### src/core/bcp_defines.vh
/*
  Constants for the boot command packet framer: framing bytes, packet
  layout, command and reply tags, checksum figures, register map.
  Assumes inclusion by bare name from the core design files.
*/
// Function
// - Checksum covers header minus checksum, then payload
// - Sixteen-bit checksum, generator 0x1021
// - Start zero, no reflection, no final xor
// - Digits one to nine give 0x31C3
// - Xor byte high, eight shift steps
// - Command packet: header word, parameter words
// - Header bytes: tag, flags, reserved, count
// - Exactly count parameters, at most seven
// - Replies reuse command layout inside frames
// - Decode command tags, 0x08 reserved
// - Reply tags answer only their command
// - Flags bit 0 announces data phase
// - Data length comes from parameter word
// - Multi-byte fields least significant byte first
// - Frame: start, type, length, checksum, payload
// - Type 0xA4 command, 0xA5 data
`ifndef BCP_DEFINES_VH
`define BCP_DEFINES_VH

// Framing
`define BCP_START_BYTE     8'h5A
`define BCP_FRAME_KIND_CMD 8'hA4
`define BCP_FRAME_KIND_PAY 8'hA5
`define BCP_MAX_ARGS       8'h07
`define BCP_FLAG_DATA_BIT  0

// Checksum
`define BCP_CRC_POLY       16'h1021
`define BCP_CRC_INIT       16'h0000
`define BCP_CRC_CHECK      16'h31C3

// Command tags
`define BCP_OP_ERASE_ALL    8'h01
`define BCP_OP_RESERVED_A   8'h08
`define BCP_OP_LAST_LOW     8'h0F
`define BCP_OP_RESOURCE     8'h10
`define BCP_OP_QSPI_SETUP   8'h11
`define BCP_OP_SAFE_UPGRADE 8'h12
`define BCP_OP_FETCH_MEM    8'h03
`define BCP_OP_QUERY_SET    8'h07
`define BCP_OP_OTP_FETCH    8'h0F

// Reply tags
`define BCP_RT_PLAIN        8'hA0
`define BCP_RT_SETTING      8'hA7
`define BCP_RT_MEM_FETCH    8'hA3
`define BCP_RT_OTP_FETCH    8'hAF
`define BCP_RT_RESOURCE     8'hB0

// Register word addresses
`define BCP_REG_CTRL        4'h0
`define BCP_REG_STATUS      4'h1
`define BCP_REG_RX_HDR      4'h2
`define BCP_REG_RX_ARG      4'h3
`define BCP_REG_TX_HDR      4'h4
`define BCP_REG_TX_ARG      4'h5
`define BCP_REG_TX_GO       4'h6
`define BCP_REG_CRC_TEST    4'h7
`define BCP_ARG_SEL_W       3

// Control bits
`define BCP_CTRL_RX_EN      0
`define BCP_CTRL_QSPI_OK    1
`define BCP_CTRL_RST        8'h01

`endif

### src/core/bcp_framer.v
/*
  Boot command packet framer: receives framed command and data packets
  byte by byte, checks the checksum and layout, decodes the command tag,
  and sends framed reply packets built from registers.
  Assumes a byte stream with valid/ready on each side, an Avalon-MM
  master for registers, and a sideband enable pin from another domain.
*/
`timescale 1ns/1ps
`include "bcp_defines.vh"

module bcp_framer (
  input  wire        clk_sys,
  input  wire        nrst,
  // Avalon-MM slave
  input  wire [3:0]  avs_address,
  input  wire        avs_read,
  input  wire        avs_write,
  input  wire [31:0] avs_writedata,
  output reg  [31:0] avs_readdata,
  output wire        avs_waitrequest,
  // Receive byte stream
  input  wire [7:0]  rx_data,
  input  wire        rx_valid,
  output wire        rx_ready,
  // Transmit byte stream
  output reg  [7:0]  tx_data,
  output wire        tx_valid,
  input  wire        tx_ready,
  // Asynchronous enable pin from board
  input  wire        link_enable_pin,
  // Packet events
  output reg         cmd_accept,
  output reg         cmd_error,
  output reg  [7:0]  cmd_tag,
  output reg         cmd_data_phase,
  output reg  [7:0]  cmd_argument_tally
);

  //////////////////////////////////////////////////////////////////////
  // Receive state codes
  localparam RX_START = 3'd0;
  localparam RX_TYPE  = 3'd1;
  localparam RX_LEN0  = 3'd2;
  localparam RX_LEN1  = 3'd3;
  localparam RX_CRC0  = 3'd4;
  localparam RX_CRC1  = 3'd5;
  localparam RX_BODY  = 3'd6;
  localparam RX_DONE  = 3'd7;

  // Transmit state codes
  localparam TX_IDLE  = 2'd0;
  localparam TX_CALC  = 2'd1;
  localparam TX_SEND  = 2'd2;

  //////////////////////////////////////////////////////////////////////
  // Declarations
  reg  [7:0]  ctrl_reg;
  reg  [2:0]  rx_state_reg;
  reg  [7:0]  rx_type_reg;
  reg  [15:0] rx_len_reg;
  reg  [15:0] rx_cnt_reg;
  reg  [15:0] rx_crc_reg;
  reg  [15:0] rx_sum_reg;
  reg  [7:0]  rx_buf [0:31];
  reg  [7:0]  tx_buf [0:31];
  reg  [7:0]  tx_hdr [0:5];
  reg  [15:0] tx_sum_reg;
  reg  [15:0] tx_len_reg;
  reg  [15:0] tx_cnt_reg;
  reg  [1:0]  tx_state_reg;
  reg  [2:0]  arg_sel_reg;
  reg         crc_err_reg;
  reg         cnt_err_reg;
  reg         tag_err_reg;
  reg         pay_seen_reg;
  reg  [15:0] test_sum_reg;
  reg  [7:0]  rx_tag;
  reg         tag_ok;
  wire [15:0] rx_sum_next;
  wire [15:0] tx_sum_next;
  wire [15:0] test_sum_next;
  wire        link_en;
  wire        rx_take;
  wire        tx_take;
  wire [7:0]  tx_calc_byte;
  wire [4:0]  rx_idx;
  wire [4:0]  tx_idx;
  wire [4:0]  arg_base;
  integer     k;
  integer     m;
  integer     n;

  //////////////////////////////////////////////////////////////////////
  // Sideband enable pin crossing
  bcp_sync3 u_sync (
    .clk_sys (clk_sys),
    .nrst    (nrst),
    .din     (link_enable_pin),
    .dout    (link_en)
  );

  // Receive and transmit checksum steps, plus a software test engine
  bcp_crc16 u_rx_crc (
    .crc_in  (rx_sum_reg),
    .data_in (rx_data),
    .crc_out (rx_sum_next)
  );

  bcp_crc16 u_tx_crc (
    .crc_in  (tx_sum_reg),
    .data_in (tx_calc_byte),
    .crc_out (tx_sum_next)
  );

  bcp_crc16 u_test_crc (
    .crc_in  (test_sum_reg),
    .data_in (avs_writedata[7:0]),
    .crc_out (test_sum_next)
  );

  //////////////////////////////////////////////////////////////////////
  // Handshakes; bus answers in the cycle of the request
  assign avs_waitrequest = 1'b0;
  assign rx_ready = ctrl_reg[`BCP_CTRL_RX_EN] & link_en & (rx_state_reg != RX_DONE);
  assign rx_take  = rx_valid & rx_ready;
  assign tx_valid = (tx_state_reg == TX_SEND);
  assign tx_take  = tx_valid & tx_ready;
  assign rx_idx   = rx_cnt_reg[4:0];
  assign tx_idx   = tx_cnt_reg[4:0];
  assign arg_base = {arg_sel_reg, 2'b00} + 5'd4;
  // Checksum pass walks start, type and length, then payload
  assign tx_calc_byte = (tx_cnt_reg < 16'd4) ? tx_hdr[tx_cnt_reg[2:0]]
                                             : tx_buf[tx_cnt_reg[4:0] - 5'd4];

  // Command tag decode, 0x11 valid only when software enables it
  always @* begin
    rx_tag = rx_buf[0];
    tag_ok = 1'b0;
    if (rx_tag >= `BCP_OP_ERASE_ALL && rx_tag <= `BCP_OP_LAST_LOW &&
        rx_tag != `BCP_OP_RESERVED_A) begin
      tag_ok = 1'b1;
    end else if (rx_tag == `BCP_OP_RESOURCE || rx_tag == `BCP_OP_SAFE_UPGRADE) begin
      tag_ok = 1'b1;
    end else if (rx_tag == `BCP_OP_QSPI_SETUP) begin
      tag_ok = ctrl_reg[`BCP_CTRL_QSPI_OK];
    end
  end

  //////////////////////////////////////////////////////////////////////
  // Receive framing state machine
  always @(posedge clk_sys or negedge nrst) begin
    if (!nrst) begin
      rx_state_reg   <= RX_START;
      rx_type_reg    <= 8'h00;
      rx_len_reg     <= 16'h0000;
      rx_cnt_reg     <= 16'h0000;
      rx_crc_reg     <= 16'h0000;
      rx_sum_reg     <= `BCP_CRC_INIT;
      cmd_accept     <= 1'b0;
      cmd_error      <= 1'b0;
      cmd_tag        <= 8'h00;
      cmd_data_phase <= 1'b0;
      cmd_argument_tally <= 8'h00;
      crc_err_reg    <= 1'b0;
      cnt_err_reg    <= 1'b0;
      tag_err_reg    <= 1'b0;
      pay_seen_reg   <= 1'b0;
      for (k = 0; k < 32; k = k + 1) begin
        rx_buf[k] <= 8'h00;
      end
    end else begin
      cmd_accept <= 1'b0;
      cmd_error  <= 1'b0;
      // Software clears sticky errors; a new error in same cycle wins
      if (avs_write && avs_address == `BCP_REG_STATUS) begin
        crc_err_reg  <= crc_err_reg & ~avs_writedata[0];
        cnt_err_reg  <= cnt_err_reg & ~avs_writedata[1];
        tag_err_reg  <= tag_err_reg & ~avs_writedata[2];
        pay_seen_reg <= pay_seen_reg & ~avs_writedata[3];
      end
      case (rx_state_reg)
        RX_START: begin
          if (rx_take && rx_data == `BCP_START_BYTE) begin
            rx_sum_reg   <= rx_sum_next;
            rx_state_reg <= RX_TYPE;
          end
        end
        RX_TYPE: begin
          if (rx_take) begin
            rx_type_reg <= rx_data;
            rx_sum_reg  <= rx_sum_next;
            if (rx_data == `BCP_FRAME_KIND_CMD || rx_data == `BCP_FRAME_KIND_PAY) begin
              rx_state_reg <= RX_LEN0;
            end else begin
              rx_sum_reg   <= `BCP_CRC_INIT;
              rx_state_reg <= RX_START;
            end
          end
        end
        RX_LEN0: begin
          if (rx_take) begin
            rx_len_reg[7:0] <= rx_data;
            rx_sum_reg      <= rx_sum_next;
            rx_state_reg    <= RX_LEN1;
          end
        end
        RX_LEN1: begin
          if (rx_take) begin
            rx_len_reg[15:8] <= rx_data;
            rx_sum_reg       <= rx_sum_next;
            rx_state_reg     <= RX_CRC0;
          end
        end
        RX_CRC0: begin
          if (rx_take) begin
            rx_crc_reg[7:0] <= rx_data;
            rx_state_reg    <= RX_CRC1;
          end
        end
        RX_CRC1: begin
          if (rx_take) begin
            rx_crc_reg[15:8] <= rx_data;
            rx_cnt_reg       <= 16'h0000;
            rx_state_reg     <= (rx_len_reg == 16'h0000) ? RX_DONE : RX_BODY;
          end
        end
        RX_BODY: begin
          if (rx_take) begin
            if (rx_cnt_reg < 16'd32) begin
              rx_buf[rx_idx] <= rx_data;
            end
            rx_sum_reg <= rx_sum_next;
            rx_cnt_reg <= rx_cnt_reg + 16'd1;
            if (rx_cnt_reg + 16'd1 == rx_len_reg) begin
              rx_state_reg <= RX_DONE;
            end
          end
        end
        RX_DONE: begin
          rx_state_reg <= RX_START;
          rx_sum_reg   <= `BCP_CRC_INIT;
          if (rx_sum_reg != rx_crc_reg) begin
            crc_err_reg <= 1'b1;
            cmd_error   <= 1'b1;
          end else if (rx_type_reg == `BCP_FRAME_KIND_PAY) begin
            pay_seen_reg <= 1'b1;
          end else if (rx_buf[3] > `BCP_MAX_ARGS ||
                       rx_len_reg != {6'h00, rx_buf[3], 2'b00} + 16'd4) begin
            cnt_err_reg <= 1'b1;
            cmd_error   <= 1'b1;
          end else if (!tag_ok) begin
            tag_err_reg <= 1'b1;
            cmd_error   <= 1'b1;
          end else begin
            cmd_accept         <= 1'b1;
            cmd_tag            <= rx_buf[0];
            cmd_data_phase     <= rx_buf[1][`BCP_FLAG_DATA_BIT];
            cmd_argument_tally <= rx_buf[3];
          end
        end
        default: rx_state_reg <= RX_START;
      endcase
    end
  end

  //////////////////////////////////////////////////////////////////////
  // Control, reply buffer and checksum test registers
  always @(posedge clk_sys or negedge nrst) begin
    if (!nrst) begin
      ctrl_reg     <= `BCP_CTRL_RST;
      arg_sel_reg  <= 3'd0;
      test_sum_reg <= `BCP_CRC_INIT;
      for (m = 0; m < 32; m = m + 1) begin
        tx_buf[m] <= 8'h00;
      end
    end else if (avs_write) begin
      case (avs_address)
        `BCP_REG_CTRL: begin
          ctrl_reg    <= avs_writedata[7:0];
          arg_sel_reg <= avs_writedata[10:8];
        end
        `BCP_REG_TX_HDR: begin
          if (tx_state_reg == TX_IDLE) begin
            // Reply header reuses the command layout
            tx_buf[0] <= avs_writedata[7:0];
            tx_buf[1] <= avs_writedata[15:8];
            tx_buf[2] <= 8'h00;
            tx_buf[3] <= (avs_writedata[31:24] > `BCP_MAX_ARGS) ?
                         `BCP_MAX_ARGS : avs_writedata[31:24];
          end
        end
        `BCP_REG_TX_ARG: begin
          if (tx_state_reg == TX_IDLE) begin
            tx_buf[arg_base]        <= avs_writedata[7:0];
            tx_buf[arg_base + 5'd1] <= avs_writedata[15:8];
            tx_buf[arg_base + 5'd2] <= avs_writedata[23:16];
            tx_buf[arg_base + 5'd3] <= avs_writedata[31:24];
          end
        end
        `BCP_REG_CRC_TEST: begin
          // Bit 8 restarts the engine, else the low byte is folded in
          test_sum_reg <= avs_writedata[8] ? `BCP_CRC_INIT : test_sum_next;
        end
        default: ctrl_reg <= ctrl_reg;
      endcase
    end
  end

  //////////////////////////////////////////////////////////////////////
  // Transmit: checksum pass over header and payload, then send bytes
  always @(posedge clk_sys or negedge nrst) begin
    if (!nrst) begin
      tx_state_reg <= TX_IDLE;
      tx_sum_reg   <= `BCP_CRC_INIT;
      tx_len_reg   <= 16'h0000;
      tx_cnt_reg   <= 16'h0000;
      for (n = 0; n < 6; n = n + 1) begin
        tx_hdr[n] <= 8'h00;
      end
    end else begin
      case (tx_state_reg)
        TX_IDLE: begin
          if (avs_write && avs_address == `BCP_REG_TX_GO) begin
            tx_len_reg   <= {6'h00, tx_buf[3], 2'b00} + 16'd4;
            tx_hdr[0]    <= `BCP_START_BYTE;
            tx_hdr[1]    <= `BCP_FRAME_KIND_CMD;
            tx_hdr[2]    <= {tx_buf[3][5:0], 2'b00} + 8'd4;
            tx_hdr[3]    <= 8'h00;
            tx_sum_reg   <= `BCP_CRC_INIT;
            tx_cnt_reg   <= 16'd0;
            tx_state_reg <= TX_CALC;
          end
        end
        TX_CALC: begin
          // Four header bytes first, checksum bytes skipped, then payload
          tx_sum_reg <= tx_sum_next;
          tx_cnt_reg <= tx_cnt_reg + 16'd1;
          if (tx_cnt_reg == tx_len_reg + 16'd3) begin
            tx_hdr[4]    <= tx_sum_next[7:0];
            tx_hdr[5]    <= tx_sum_next[15:8];
            tx_cnt_reg   <= 16'h0000;
            tx_state_reg <= TX_SEND;
          end
        end
        TX_SEND: begin
          if (tx_take) begin
            tx_cnt_reg <= tx_cnt_reg + 16'd1;
            if (tx_cnt_reg == tx_len_reg + 16'd5) begin
              tx_state_reg <= TX_IDLE;
            end
          end
        end
        default: tx_state_reg <= TX_IDLE;
      endcase
    end
  end

  // Output byte register tracks the position being offered
  always @(posedge clk_sys or negedge nrst) begin
    if (!nrst) begin
      tx_data <= 8'h00;
    end else if (tx_state_reg == TX_CALC) begin
      tx_data <= `BCP_START_BYTE;
    end else if (tx_take) begin
      tx_data <= (tx_cnt_reg < 16'd5) ? tx_hdr[tx_cnt_reg[2:0] + 3'd1]
                                      : tx_buf[tx_idx - 5'd5];
    end
  end

  //////////////////////////////////////////////////////////////////////
  // Register read mux, registered one cycle behind is avoided
  always @* begin
    case (avs_address)
      `BCP_REG_CTRL:     avs_readdata = {21'h000000, arg_sel_reg, ctrl_reg};
      `BCP_REG_STATUS:   avs_readdata = {24'h000000, tx_state_reg != TX_IDLE,
                                         rx_state_reg, pay_seen_reg, tag_err_reg,
                                         cnt_err_reg, crc_err_reg};
      `BCP_REG_RX_HDR:   avs_readdata = {rx_buf[3], rx_buf[2], rx_buf[1], rx_buf[0]};
      `BCP_REG_RX_ARG:   avs_readdata = {rx_buf[arg_base + 5'd3], rx_buf[arg_base + 5'd2],
                                         rx_buf[arg_base + 5'd1], rx_buf[arg_base]};
      `BCP_REG_TX_HDR:   avs_readdata = {tx_buf[3], tx_buf[2], tx_buf[1], tx_buf[0]};
      `BCP_REG_CRC_TEST: avs_readdata = {16'h0000, test_sum_reg};
      default:           avs_readdata = 32'h00000000;
    endcase
  end

endmodule

### src/core/bcp_crc16.v
/*
  Byte-wide checksum step: one byte folded into a 16-bit running value
  in a single cycle.
  Assumes the caller holds the running value and seeds it per packet.
*/
`timescale 1ns/1ps
`include "bcp_defines.vh"

module bcp_crc16 (
  input  wire [15:0] crc_in,
  input  wire [7:0]  data_in,
  output reg  [15:0] crc_out
);

  integer i;

  // Xor byte into high half, then eight shift steps
  always @* begin
    crc_out = crc_in ^ {data_in, 8'h00};
    for (i = 0; i < 8; i = i + 1) begin
      if (crc_out[15]) begin
        crc_out = {crc_out[14:0], 1'b0} ^ `BCP_CRC_POLY;
      end else begin
        crc_out = {crc_out[14:0], 1'b0};
      end
    end
  end

endmodule

### src/core/bcp_sync3.v
/*
  Three flip-flop input synchroniser; a change counts once the second
  and third stages agree.
  Assumes an asynchronous source and one system clock.
*/
`timescale 1ns/1ps

module bcp_sync3 (
  input  wire clk_sys,
  input  wire nrst,
  input  wire din,
  output reg  dout
);

  reg s1_reg;
  reg s2_reg;
  reg s3_reg;

  // Shift chain, output follows when stages two and three agree
  always @(posedge clk_sys or negedge nrst) begin
    if (!nrst) begin
      s1_reg <= 1'b0;
      s2_reg <= 1'b0;
      s3_reg <= 1'b0;
      dout   <= 1'b0;
    end else begin
      s1_reg <= din;
      s2_reg <= s1_reg;
      s3_reg <= s2_reg;
      if (s2_reg == s3_reg) begin
        dout <= s3_reg;
      end
    end
  end

endmodule

### config.mk
export PLATFORM = sky130hd
export DESIGN_NAME = bcp_framer
export DESIGN_NICKNAME = d
export VERILOG_FILES = /design/src/core/bcp_framer.v /design/src/core/bcp_crc16.v /design/src/core/bcp_sync3.v
export VERILOG_INCLUDE_DIRS = /design/src /design/src/core
export SDC_FILE = /design/constraint.sdc
export NUM_CORES = 1
export LEC_CHECK = 0
export ABC_CLOCK_PERIOD_IN_PS = 10050
export BUFFER_PORTS_ARGS = -buffer_cell sky130_fd_sc_hd__buf_2
export CAP_MARGIN = 5
export CORE_UTILIZATION = 65
export DETAILED_ROUTE_END_ITERATION = 8
export PLACE_DENSITY = 0.83
export SYNTH_ARGS = -nofsm -noshare
export SYNTH_HDL_FRONTEND = slang
export SYNTH_SLANG_ARGS = --single-unit
### constraint.sdc
create_clock -name clk_sys -period 10.05 [get_ports clk_sys]
set_input_delay 2.01 -clock clk_sys [delete_from_list [all_inputs] [get_ports clk_sys]]
set_output_delay 2.01 -clock clk_sys [all_outputs]
set_load 0.005 [all_outputs]
---- Word level (Yosys, flattened, before mapping) ----
Cells that the tools add are included.
storage, ports and cells
  memory bits (read-only) ................. 0
  input bits .............................. 51
  output and inout bits ................... 62
  flip-flop bits (word level) ............. 725
  logic and storage cells ................. 407
  bits in writable memories ............... 0
  latch bits .............................. 0
  memories ................................ 0
cells by class
  equality and inequality tests ........... 46
  shift operators ......................... 0
  $add $sub $neg .......................... 14
  bitwise gates (word level) .............. 51
  div/mod/pow operators ................... 0
  reduce and logical (&&, ||, !) cells .... 44
  order comparisons ....................... 21
  multiply operators ...................... 0
  mux-type cells .......................... 133
operators by type and width
  operator                                                                       count
  256-bit bitwise mux                                                            5
  13-bit 2-to-1 mux                                                              24
  256-bit 2-to-1 mux                                                             1
  8-bit binary-select mux with 5-bit select                                      6
  8-bit 2-to-1 mux                                                               26
  8-bit demux with 5-bit select                                                  5
  32-bit case mux with 6 select lines                                            1
  16-bit 2-to-1 mux                                                              10
  3-bit NOT                                                                      24
  16-bit case mux with 2 select lines                                            2
  16-bit case mux with 4 select lines                                            1
  32-bit case mux with 2 select lines                                            1
  8-bit binary-select mux with 3-bit select                                      2
  16-bit equality test                                                           3
  16-bit case mux with 3 select lines                                            1
  16-bit bitwise XOR                                                             3
  6-bit >= comparator, second input constant                                     7
  5-bit NOT with 6-bit output                                                    7
  16-bit by 1-bit adder with 16-bit output, second input constant                2
  16-bit by 3-bit less-than comparator with 1-bit output, second input constant  2
  1-bit 2-to-1 mux                                                               32
  32-bit 2-to-1 mux                                                              1
  6-bit by 1-bit less-than comparator with 1-bit output, second input constant   5
  8-bit by 5-bit equality test with 1-bit output, second input constant          3
  other kinds (53)                                                               135

---- Depth between registers and ports, before layout ----
Gate-level depths: netlist (run 1).
  depth after elaboration ................. 24
  mapped depth ............................ 16

---- By module ----
Synthesis (run 1) repeated with hierarchy kept, for this count alone.
unflattened totals
  cells, all modules ...................... 2,863
  area, all modules ....................... 36,706.5 um^2
by module, submodules not included
  module      times used  cells each  area an instance (um^2)
  bcp_framer  1           2,783       35,409.0
  bcp_crc16   3           25          395.4
  bcp_sync3   1           5           111.4

---- Worst setup path before layout (run 1) ----
OpenSTA, ideal clock, no wires.
  path type ............................... input -> output
  from .................................... input avs_address[1]
  to ...................................... output avs_readdata[2]
  arrival ................................. 3,192 ps
  cell stages on the path ................. 6
  data required time ...................... 8,040 ps
  setup slack ............................. 4,848 ps
  path through ............................ nor3b_1 nor2b_1 clkbuf_1 clkbuf_1 a222oi_1 nand3_1
on the way
  cells in the longest elaborated chain, start to end .. 2
RTL lines
  element                                                                 RTL line          text
  start: declaration                                                      bcp_framer.v:15   input wire [3:0] avs_address,
  4-bit by 3-bit equality test with 1-bit output (tied with other cells)  bcp_framer.v:373  case (avs_address)
  32-bit case mux with 6 select lines *                                   bcp_framer.v:373
  end: declaration                                                        bcp_framer.v:19   output reg [31:0] avs_readdata,
Mark *: on every way between the ends. The rest lies on a longest branch, timed or not.

---- Worst setup path in the final report (run 1) ----
  from .................................... input avs_address[0]
  to ...................................... output avs_readdata[27]
The elaborated chain is that of the path after synthesis.

==> flow_metrics.py, run 1 <==
metrics = {
    "drt": {
        "firstDrtPassIters": 9,
        "drtIter0Drc": 3223,
        "drc_errors": 0,
        "viasPerCell": 6.98,
        "wire_per_inst_um": 27.4,
        "drt_wl_total_um": 101000,
        "postRouteAntennaNets": 0,
        "vias": 25900,
    },
    "timing": {
        "finalSetupTns_ps": 0,
        "period_share_pct": 62.3,
        "skew_ps": 18.2,
        "tightest_slew_ps": 1240,
        "slew_viol_final": 0,
        "setup_violations": 0,
        "grt_setup_unrepaired": "no",
        "slew_headroom_pct": 16.4,
        "period_needed_ps": 6260,
        "fmax_mhz": 160,
        "hold_viol": 0,
    },
    "critical_path": {
        "cpLargestDelayFamily": "buffers and inverters",
        "cp_max_fo": 30,
        "cp-end-kind": "output pin",
        "cpPeakStageDelay_ps": 700,
        "crit_required_ps": 8040,
        "critPathLaunch": "avs_address[0]",
        "r2r_cells": 8,
        "worstSetupEndpoint": "avs_readdata[27]",
        "cp.depth": 6,
        "startpoint_type": "input pin",
        "crit_arrival_ps": 4250,
        "rr_startpoint": "tx_cnt_reg[0]$_DFFE_PN0P_",
        "critPathKind": "in2out",
        "worst-path-buf-inv": 3,
        "cp_cell_sequence": "buf_2, and3_1, buf_4, nand2_1, o21ai_0, buf_2",
        "ff2ff_setup_slack_ps": 5250,
        "crit_path_frequent_cell": "buf_2",
        "critical_path.slowest_cell": "and3_1",
        "worst_r2r_endpoint": "tx_data[4]$_DFFE_PN0P_",
    },
    "clocking": {
        "cts_tree": "built",
        "clock_latency_ps": 630,
        "cts.clk_slew.worst_paths_ps": 60,
        "clockBufferDepth": 3,
        "cts_buffers": 75,
        "cts.sinks": 709,
        "cts_max_level": 3,
        "post_cts_buffers": 0,
        "cts.root.buffer_cell": "clkbuf_16",
        "cts_resized": 0,
        "ctsHoldBuffers": 0,
    },
    "yosys": {
        "synth_edf_count": 0,
        "ys.flop_type": "dfrtp_1",
        "syn-cell-area_mm2": 0.0362,
        "avgSynthCellArea_um2": 12.5,
        "synth_common_cells": "708 x dfrtp_1, 579 x mux2_2, 228 x nand2_1, 160 x clkbuf_1, 157 x a22oi_1",
        "async_flop_share_pct": 100,
        "synthDistinctLibCells": 75,
        "syn-instance-count": 2885,
        "synth_top_area_share_pct": 49.0,
        "synth_seq_cells": 709,
        "yosysMostFrequentCell": "dfrtp_1",
        "synth_area_leaders": "dfrtp_1 49%, mux2_2 18%, mux4_2 8.3%",
        "syn_nets": 2954,
        "yosys.area.top_type": "dfrtp_1",
        "yosysSeqAreaShare_pct": 49.1,
        "ys_warn_count": 0,
    },
    "run_status": {
        "status": "finished, final reports clean",
    },
    "placed_design": {
        "io_buffers": 110,
        "place_area_mm2": 0.0372,
        "dp_hpwl_um": 65800,
        "routabilityCongestion": 0.910,
    },
    "global_route": {
        "grt_pass1_vias": 26700,
        "grt.total_usage_pct": 36.6,
        "grt_pass1_wl_um": 158000,
        "grt_max_degree": 180,
        "grt_antenna_before_repair": 9,
        "gr-total-overflow": 0,
    },
    "floorplanning": {
        "dieWidth_um": 238,
        "pin_count": 113,
        "die_h_um": 238,
        "fp.dieArea_mm2": 0.0566,
        "core_mm2": 0.0550,
        "rows": 86,
        "start_util_pct": 65.8,
    },
    "hold_path": {
        "holdCritPathClass": "reg2reg",
    },
    "final_layout": {
        "largest_register_ffs": 256,
        "post-route-util_pct": 72.2,
        "fin_nets": 2964,
        "top_regs": "tx_buf (256), rx_buf (248), tx_hdr (22)",
        "design_area_mm2": 0.0397,
        "fillCellCount": 3575,
        "syn2layout_area_growth_pct": 9.84,
        "regMostFlops": "tx_buf",
        "drive_gt1_share_pct": 34.6,
    },
    "power": {
        "total_power_w": 0.00841,
        "p_leak_nw": 18.3,
        "powerDensity_mw_per_mm2": 212,
        "ir_drop_mv": 0.185,
    },
    "job": {
        "drv_cap": 0,
    },
}
[area by class of cell]
type	instances	area [um2]	share of cell area (%)
flip-flops and latches	709	17700	44.7
well taps	748	936	2.36
multi-input cells	1932	17500	44.0
clock buffers	105	2210	5.57
repair buffers	149	866	2.18
clock inverters	27	339	0.854
inverters	28	105	0.265
diodes	6	15.0	0.0378
[worst register-to-register path, stage by stage, from the launching register on]
cell and delay [ps]:
dfrtp_4 1150, inv_2 320, ha_4 610, buf_4 720, mux4_2 460, mux4_2 500, mux2i_1 430, a211oi_1 200
a211o_1 300
[worst min path at each step]
stage	slack, ps	cells past startpoint	startpoint	to
2_1_floorplan	330	0	u_sync.s1_reg$_DFF_PN0_	u_sync.s2_reg$_DFF_PN0_
3_3_place_gp	340	0	u_sync.s1_reg$_DFF_PN0_	u_sync.s2_reg$_DFF_PN0_
3_5_place_dp	350	0	u_sync.s1_reg$_DFF_PN0_	u_sync.s2_reg$_DFF_PN0_
4_1_cts	370	0	u_sync.s1_reg$_DFF_PN0_	u_sync.s2_reg$_DFF_PN0_
5_1_grt	370	0	u_sync.s1_reg$_DFF_PN0_	u_sync.s2_reg$_DFF_PN0_
6_report	370	0	u_sync.s1_reg$_DFF_PN0_	u_sync.s2_reg$_DFF_PN0_
[per-stage QoR]
step	setup WS (ps)	hold slack, ps	instances
after CTS	3960	367	3698
after floorplan	4850	331	2885
after detailed placement	3960	351	3566
after global placement	4020	336	3566
final	3790	366	3704
after global routing	3720	372	3700
[metal layers]
metal	vias up	track usage (%)	share of wire, %
met1	13200	47.0	37
met3	372	7.84	9.5
met2	1522	57.7	48
li1	10700	-	-
met5	-	0	0.049
met4	8	21.4	6.0
[where the power goes]
group          switching [W]  internal [W]
registers           0.000387       0.00313
clock network        0.00118       0.00170
logic                0.00112      0.000894
total                0.00269       0.00572
[kinds of logic (layout without fill, tap and decap cells)]
group	after synthesis	after routing	share of synthesized area, %
buffers and inverters	244	309	2.84
AOI/OAI and AO/OA	430	430	8.15
and+or+nand+nor	567	567	7.66
xor gates and xnor gates	165	165	4.11
adders and majority gates	19	19	0.651
other	1	7	0.0104
muxes	750	750	27.5
DFF	709	709	49.1
[cells in the final DEF (no fill, tap or decap), types with 6 or more instances in the layout]
| master | n |
|---|---|
| nor4_1 | 14 |
| nand2b_1 | 8 |
| clkbuf_1 | 10 |
| a222oi_1 | 8 |
| o21ai_1 | 9 |
| dfrtp_1 | 705 |
| clkinv_2 | 13 |
| inv_1 | 26 |
| nor4bb_1 | 7 |
| a211oi_1 | 12 |
| o31ai_1 | 13 |
| o21ai_0 | 98 |
| mux4_2 | 134 |
| a22o_1 | 36 |
| nor2_1 | 69 |
| xnor2_1 | 104 |
| nand2_1 | 228 |
| xor2_1 | 56 |
| a22oi_1 | 157 |
| nand3_1 | 69 |
| clkbuf_16 | 77 |
| clkbuf_8 | 18 |
| nor2b_1 | 18 |
| nand4_1 | 55 |
| and3_1 | 20 |
| nor3_2 | 8 |
| buf_2 | 109 |
| nor3b_1 | 6 |
| a21oi_1 | 47 |
| mux2_2 | 579 |
| buf_4 | 38 |
| mux2i_1 | 33 |
| nor3_1 | 19 |
| a31oi_1 | 8 |
| and2_1 | 12 |
| o22ai_1 | 8 |
| ha_1 | 17 |
| bufinv_16 | 6 |
| diode_2 | 6 |
| a221oi_1 | 7 |
No activity file was read; power rests on OpenSTA's default activity.
==> run 2: changes to the inputs <==
- ABC_CLOCK_PERIOD_IN_PS: 10050 -> 5700
- CORE_UTILIZATION: 65 -> 57
- PLACE_DENSITY: 0.83 -> 0.77
- clock period: 10.05 -> 5.7 ns (I/O delays scaled with it)
==> run 2 against run 1 <==
  * Setup slack got worse by 3100 ps
  * Global-route usage decreased by 4.5 points
  * Critical endpoint is now avs_readdata[30]
  * First-iteration DRC count decreased by 21%
  * Non-clock buffer count increased by 12
  * Final area increased by 0.77%
  * Power increased by 78%
==> flow_metrics.py, run 2 (synthesis results as in run 1) <==
metrics = {
    "run_status": {
        "status": "finished, final reports clean",
    },
    "clocking": {
        "cts_resized": 0,
        "cts.sinks": 709,
        "cts_tree": "built",
        "post_cts_buffers": 0,
        "cts.root.buffer_cell": "clkbuf_16",
        "clock_latency_ps": 640,
        "cts.clk_slew.worst_paths_ps": 60,
        "cts_max_level": 3,
        "ctsHoldBuffers": 0,
        "cts_buffers": 75,
        "clockBufferDepth": 3,
    },
    "drt": {
        "drt_wl_total_um": 101000,
        "wire_per_inst_um": 26.5,
        "drtIter0Drc": 2552,
        "vias": 25700,
        "postRouteAntennaNets": 0,
        "firstDrtPassIters": 5,
        "viasPerCell": 6.74,
        "drc_errors": 0,
    },
    "global_route": {
        "grt_antenna_before_repair": 7,
        "grt_pass1_vias": 26400,
        "grt.total_usage_pct": 32.1,
        "grt_pass1_wl_um": 158000,
        "gr-total-overflow": 0,
        "grt_max_degree": 129,
    },
    "final_layout": {
        "regMostFlops": "tx_buf",
        "layout_commonest_cell": "dfrtp_1",
        "syn2layout_area_growth_pct": 10.7,
        "drive_gt1_share_pct": 34.9,
        "regArea_mm2": 0.0177,
        "final_cell_mix": "705 x dfrtp_1, 579 x mux2_2, 228 x nand2_1, 157 x a22oi_1, 134 x mux4_2",
        "multi_input_area_mm2": 0.0175,
        "top_regs": "tx_buf (256), rx_buf (248), tx_hdr (22)",
        "fillCellCount": 4520,
        "fin_nets": 2976,
        "largest_register_ffs": 256,
    },
    "placed_design": {
        "dp_hpwl_um": 66200,
        "routabilityCongestion": 0.891,
        "io_buffers": 110,
    },
    "critical_path": {
        "worstSetupEndpoint": "avs_readdata[30]",
        "cp-end-kind": "output pin",
        "r2r_cells": 7,
        "critPathLaunch": "arg_sel_reg[0]$_DFFE_PN0P_",
        "crit_arrival_ps": 3870,
        "rr_startpoint": "tx_cnt_reg[0]$_DFFE_PN0P_",
        "ff2ff_setup_slack_ps": 1410,
        "cp_max_fo": 16,
        "critPathKind": "reg2out",
        "crit_required_ps": 4560,
        "worst_r2r_endpoint": "tx_data[4]$_DFFE_PN0P_",
        "startpoint_type": "flop",
    },
    "floorplanning": {
        "core_mm2": 0.0622,
        "rows": 91,
        "start_util_pct": 58.2,
        "pin_count": 113,
        "die_h_um": 254,
        "dieWidth_um": 254,
        "fp.dieArea_mm2": 0.0644,
    },
    "power": {
        "p_leak_nw": 18.4,
        "powerDensity_mw_per_mm2": 373,
        "ir_drop_mv": 0.261,
        "total_power_w": 0.0149,
    },
    "timing": {
        "slew_viol_final": 0,
        "fmax_mhz": 200,
        "finalSetupTns_ps": 0,
        "period_share_pct": 87.8,
        "slew_headroom_pct": 19.8,
        "setup_violations": 0,
        "skew_ps": 26.7,
        "period_needed_ps": 5010,
        "grt_setup_unrepaired": "no",
        "tightest_slew_ps": 1200,
        "hold_viol": 0,
    },
    "job": {
        "drv_cap": 0,
    },
    "hold_path": {
        "holdCritPathClass": "reg2reg",
    },
}
-- run 2: cell count changes in the layout (fill, tap and decap cells not counted), moves of 2 or more --
cell	change
nor2_2	+2
clkbuf_1	+4
buf_12	+5
bufinv_16	+2
diode_2	-3
clkinv_2	-3
buf_4	+7
nor2_4	-2
-- run 2: routing by layer --
metal / share of wire (%) / global-route usage, % / up-vias
li1: - / - / 10800
met1: 39 / 42.0 / 13400
met2: 48 / 51.7 / 1217
met3: 8.6 / 6.63 / 272
met4: 4.5 / 14.5 / 6
met5: 0.035 / 0 / -
-- run 2: cell type report --
type | count | area share, %
Clock buffer | 109 | 5.59
Inverter | 28 | 0.263
Antenna cell | 3 | 0.0188
Sequential cell | 709 | 44.3
Timing Repair Buffer | 161 | 2.54
Tap cell | 837 | 2.62
Multi-Input combinational cell | 1932 | 43.7
Clock inverter | 27 | 0.960
-- run 2: worst max-delay path: stages (launching register included) --
cell,delay (ps)
dfrtp_1,550
ha_1,270
xor2_1,740
nor2_2,400
buf_4,330
a22oi_1,210
nand4_1,210
nand2_1,130
o21ai_0,190
buf_2,190
-- run 2: worst min-delay path by stage --
stage | cells past startpoint | from | end | slack (ps)
after floorplan | 0 | u_sync.s1_reg$_DFF_PN0_ | u_sync.s2_reg$_DFF_PN0_ | 330
after global placement | 0 | u_sync.s2_reg$_DFF_PN0_ | u_sync.s3_reg$_DFF_PN0_ | 370
after detailed placement | 0 | u_sync.s1_reg$_DFF_PN0_ | u_sync.s2_reg$_DFF_PN0_ | 360
after CTS | 0 | u_sync.s2_reg$_DFF_PN0_ | u_sync.s3_reg$_DFF_PN0_ | 390
after global routing | 0 | u_sync.s1_reg$_DFF_PN0_ | u_sync.s2_reg$_DFF_PN0_ | 400
final | 0 | u_sync.s1_reg$_DFF_PN0_ | u_sync.s2_reg$_DFF_PN0_ | 380
-- run 2: power by group --
part | internal (W) | leakage, nW | switching (W)
registers | 0.00552 | 9.70 | 0.000654
clock network | 0.00310 | 1.29 | 0.00208
logic | 0.00161 | 7.38 | 0.00197
-- run 2: through the flow --
stage               hold WS (ps)  utilization, %  cell area, um2  instances  worst slack (ps)
finish                       379            64.4           40000       3806               694
global route                 396            64.4           40000       3804               466
CTS                          385            64.4           40000       3803               776
detailed placement           364            60.2           37400       3667              1450
global placement             372            60.2           37400       3667              1490
floorplan                    331               -           36200       2885              2210
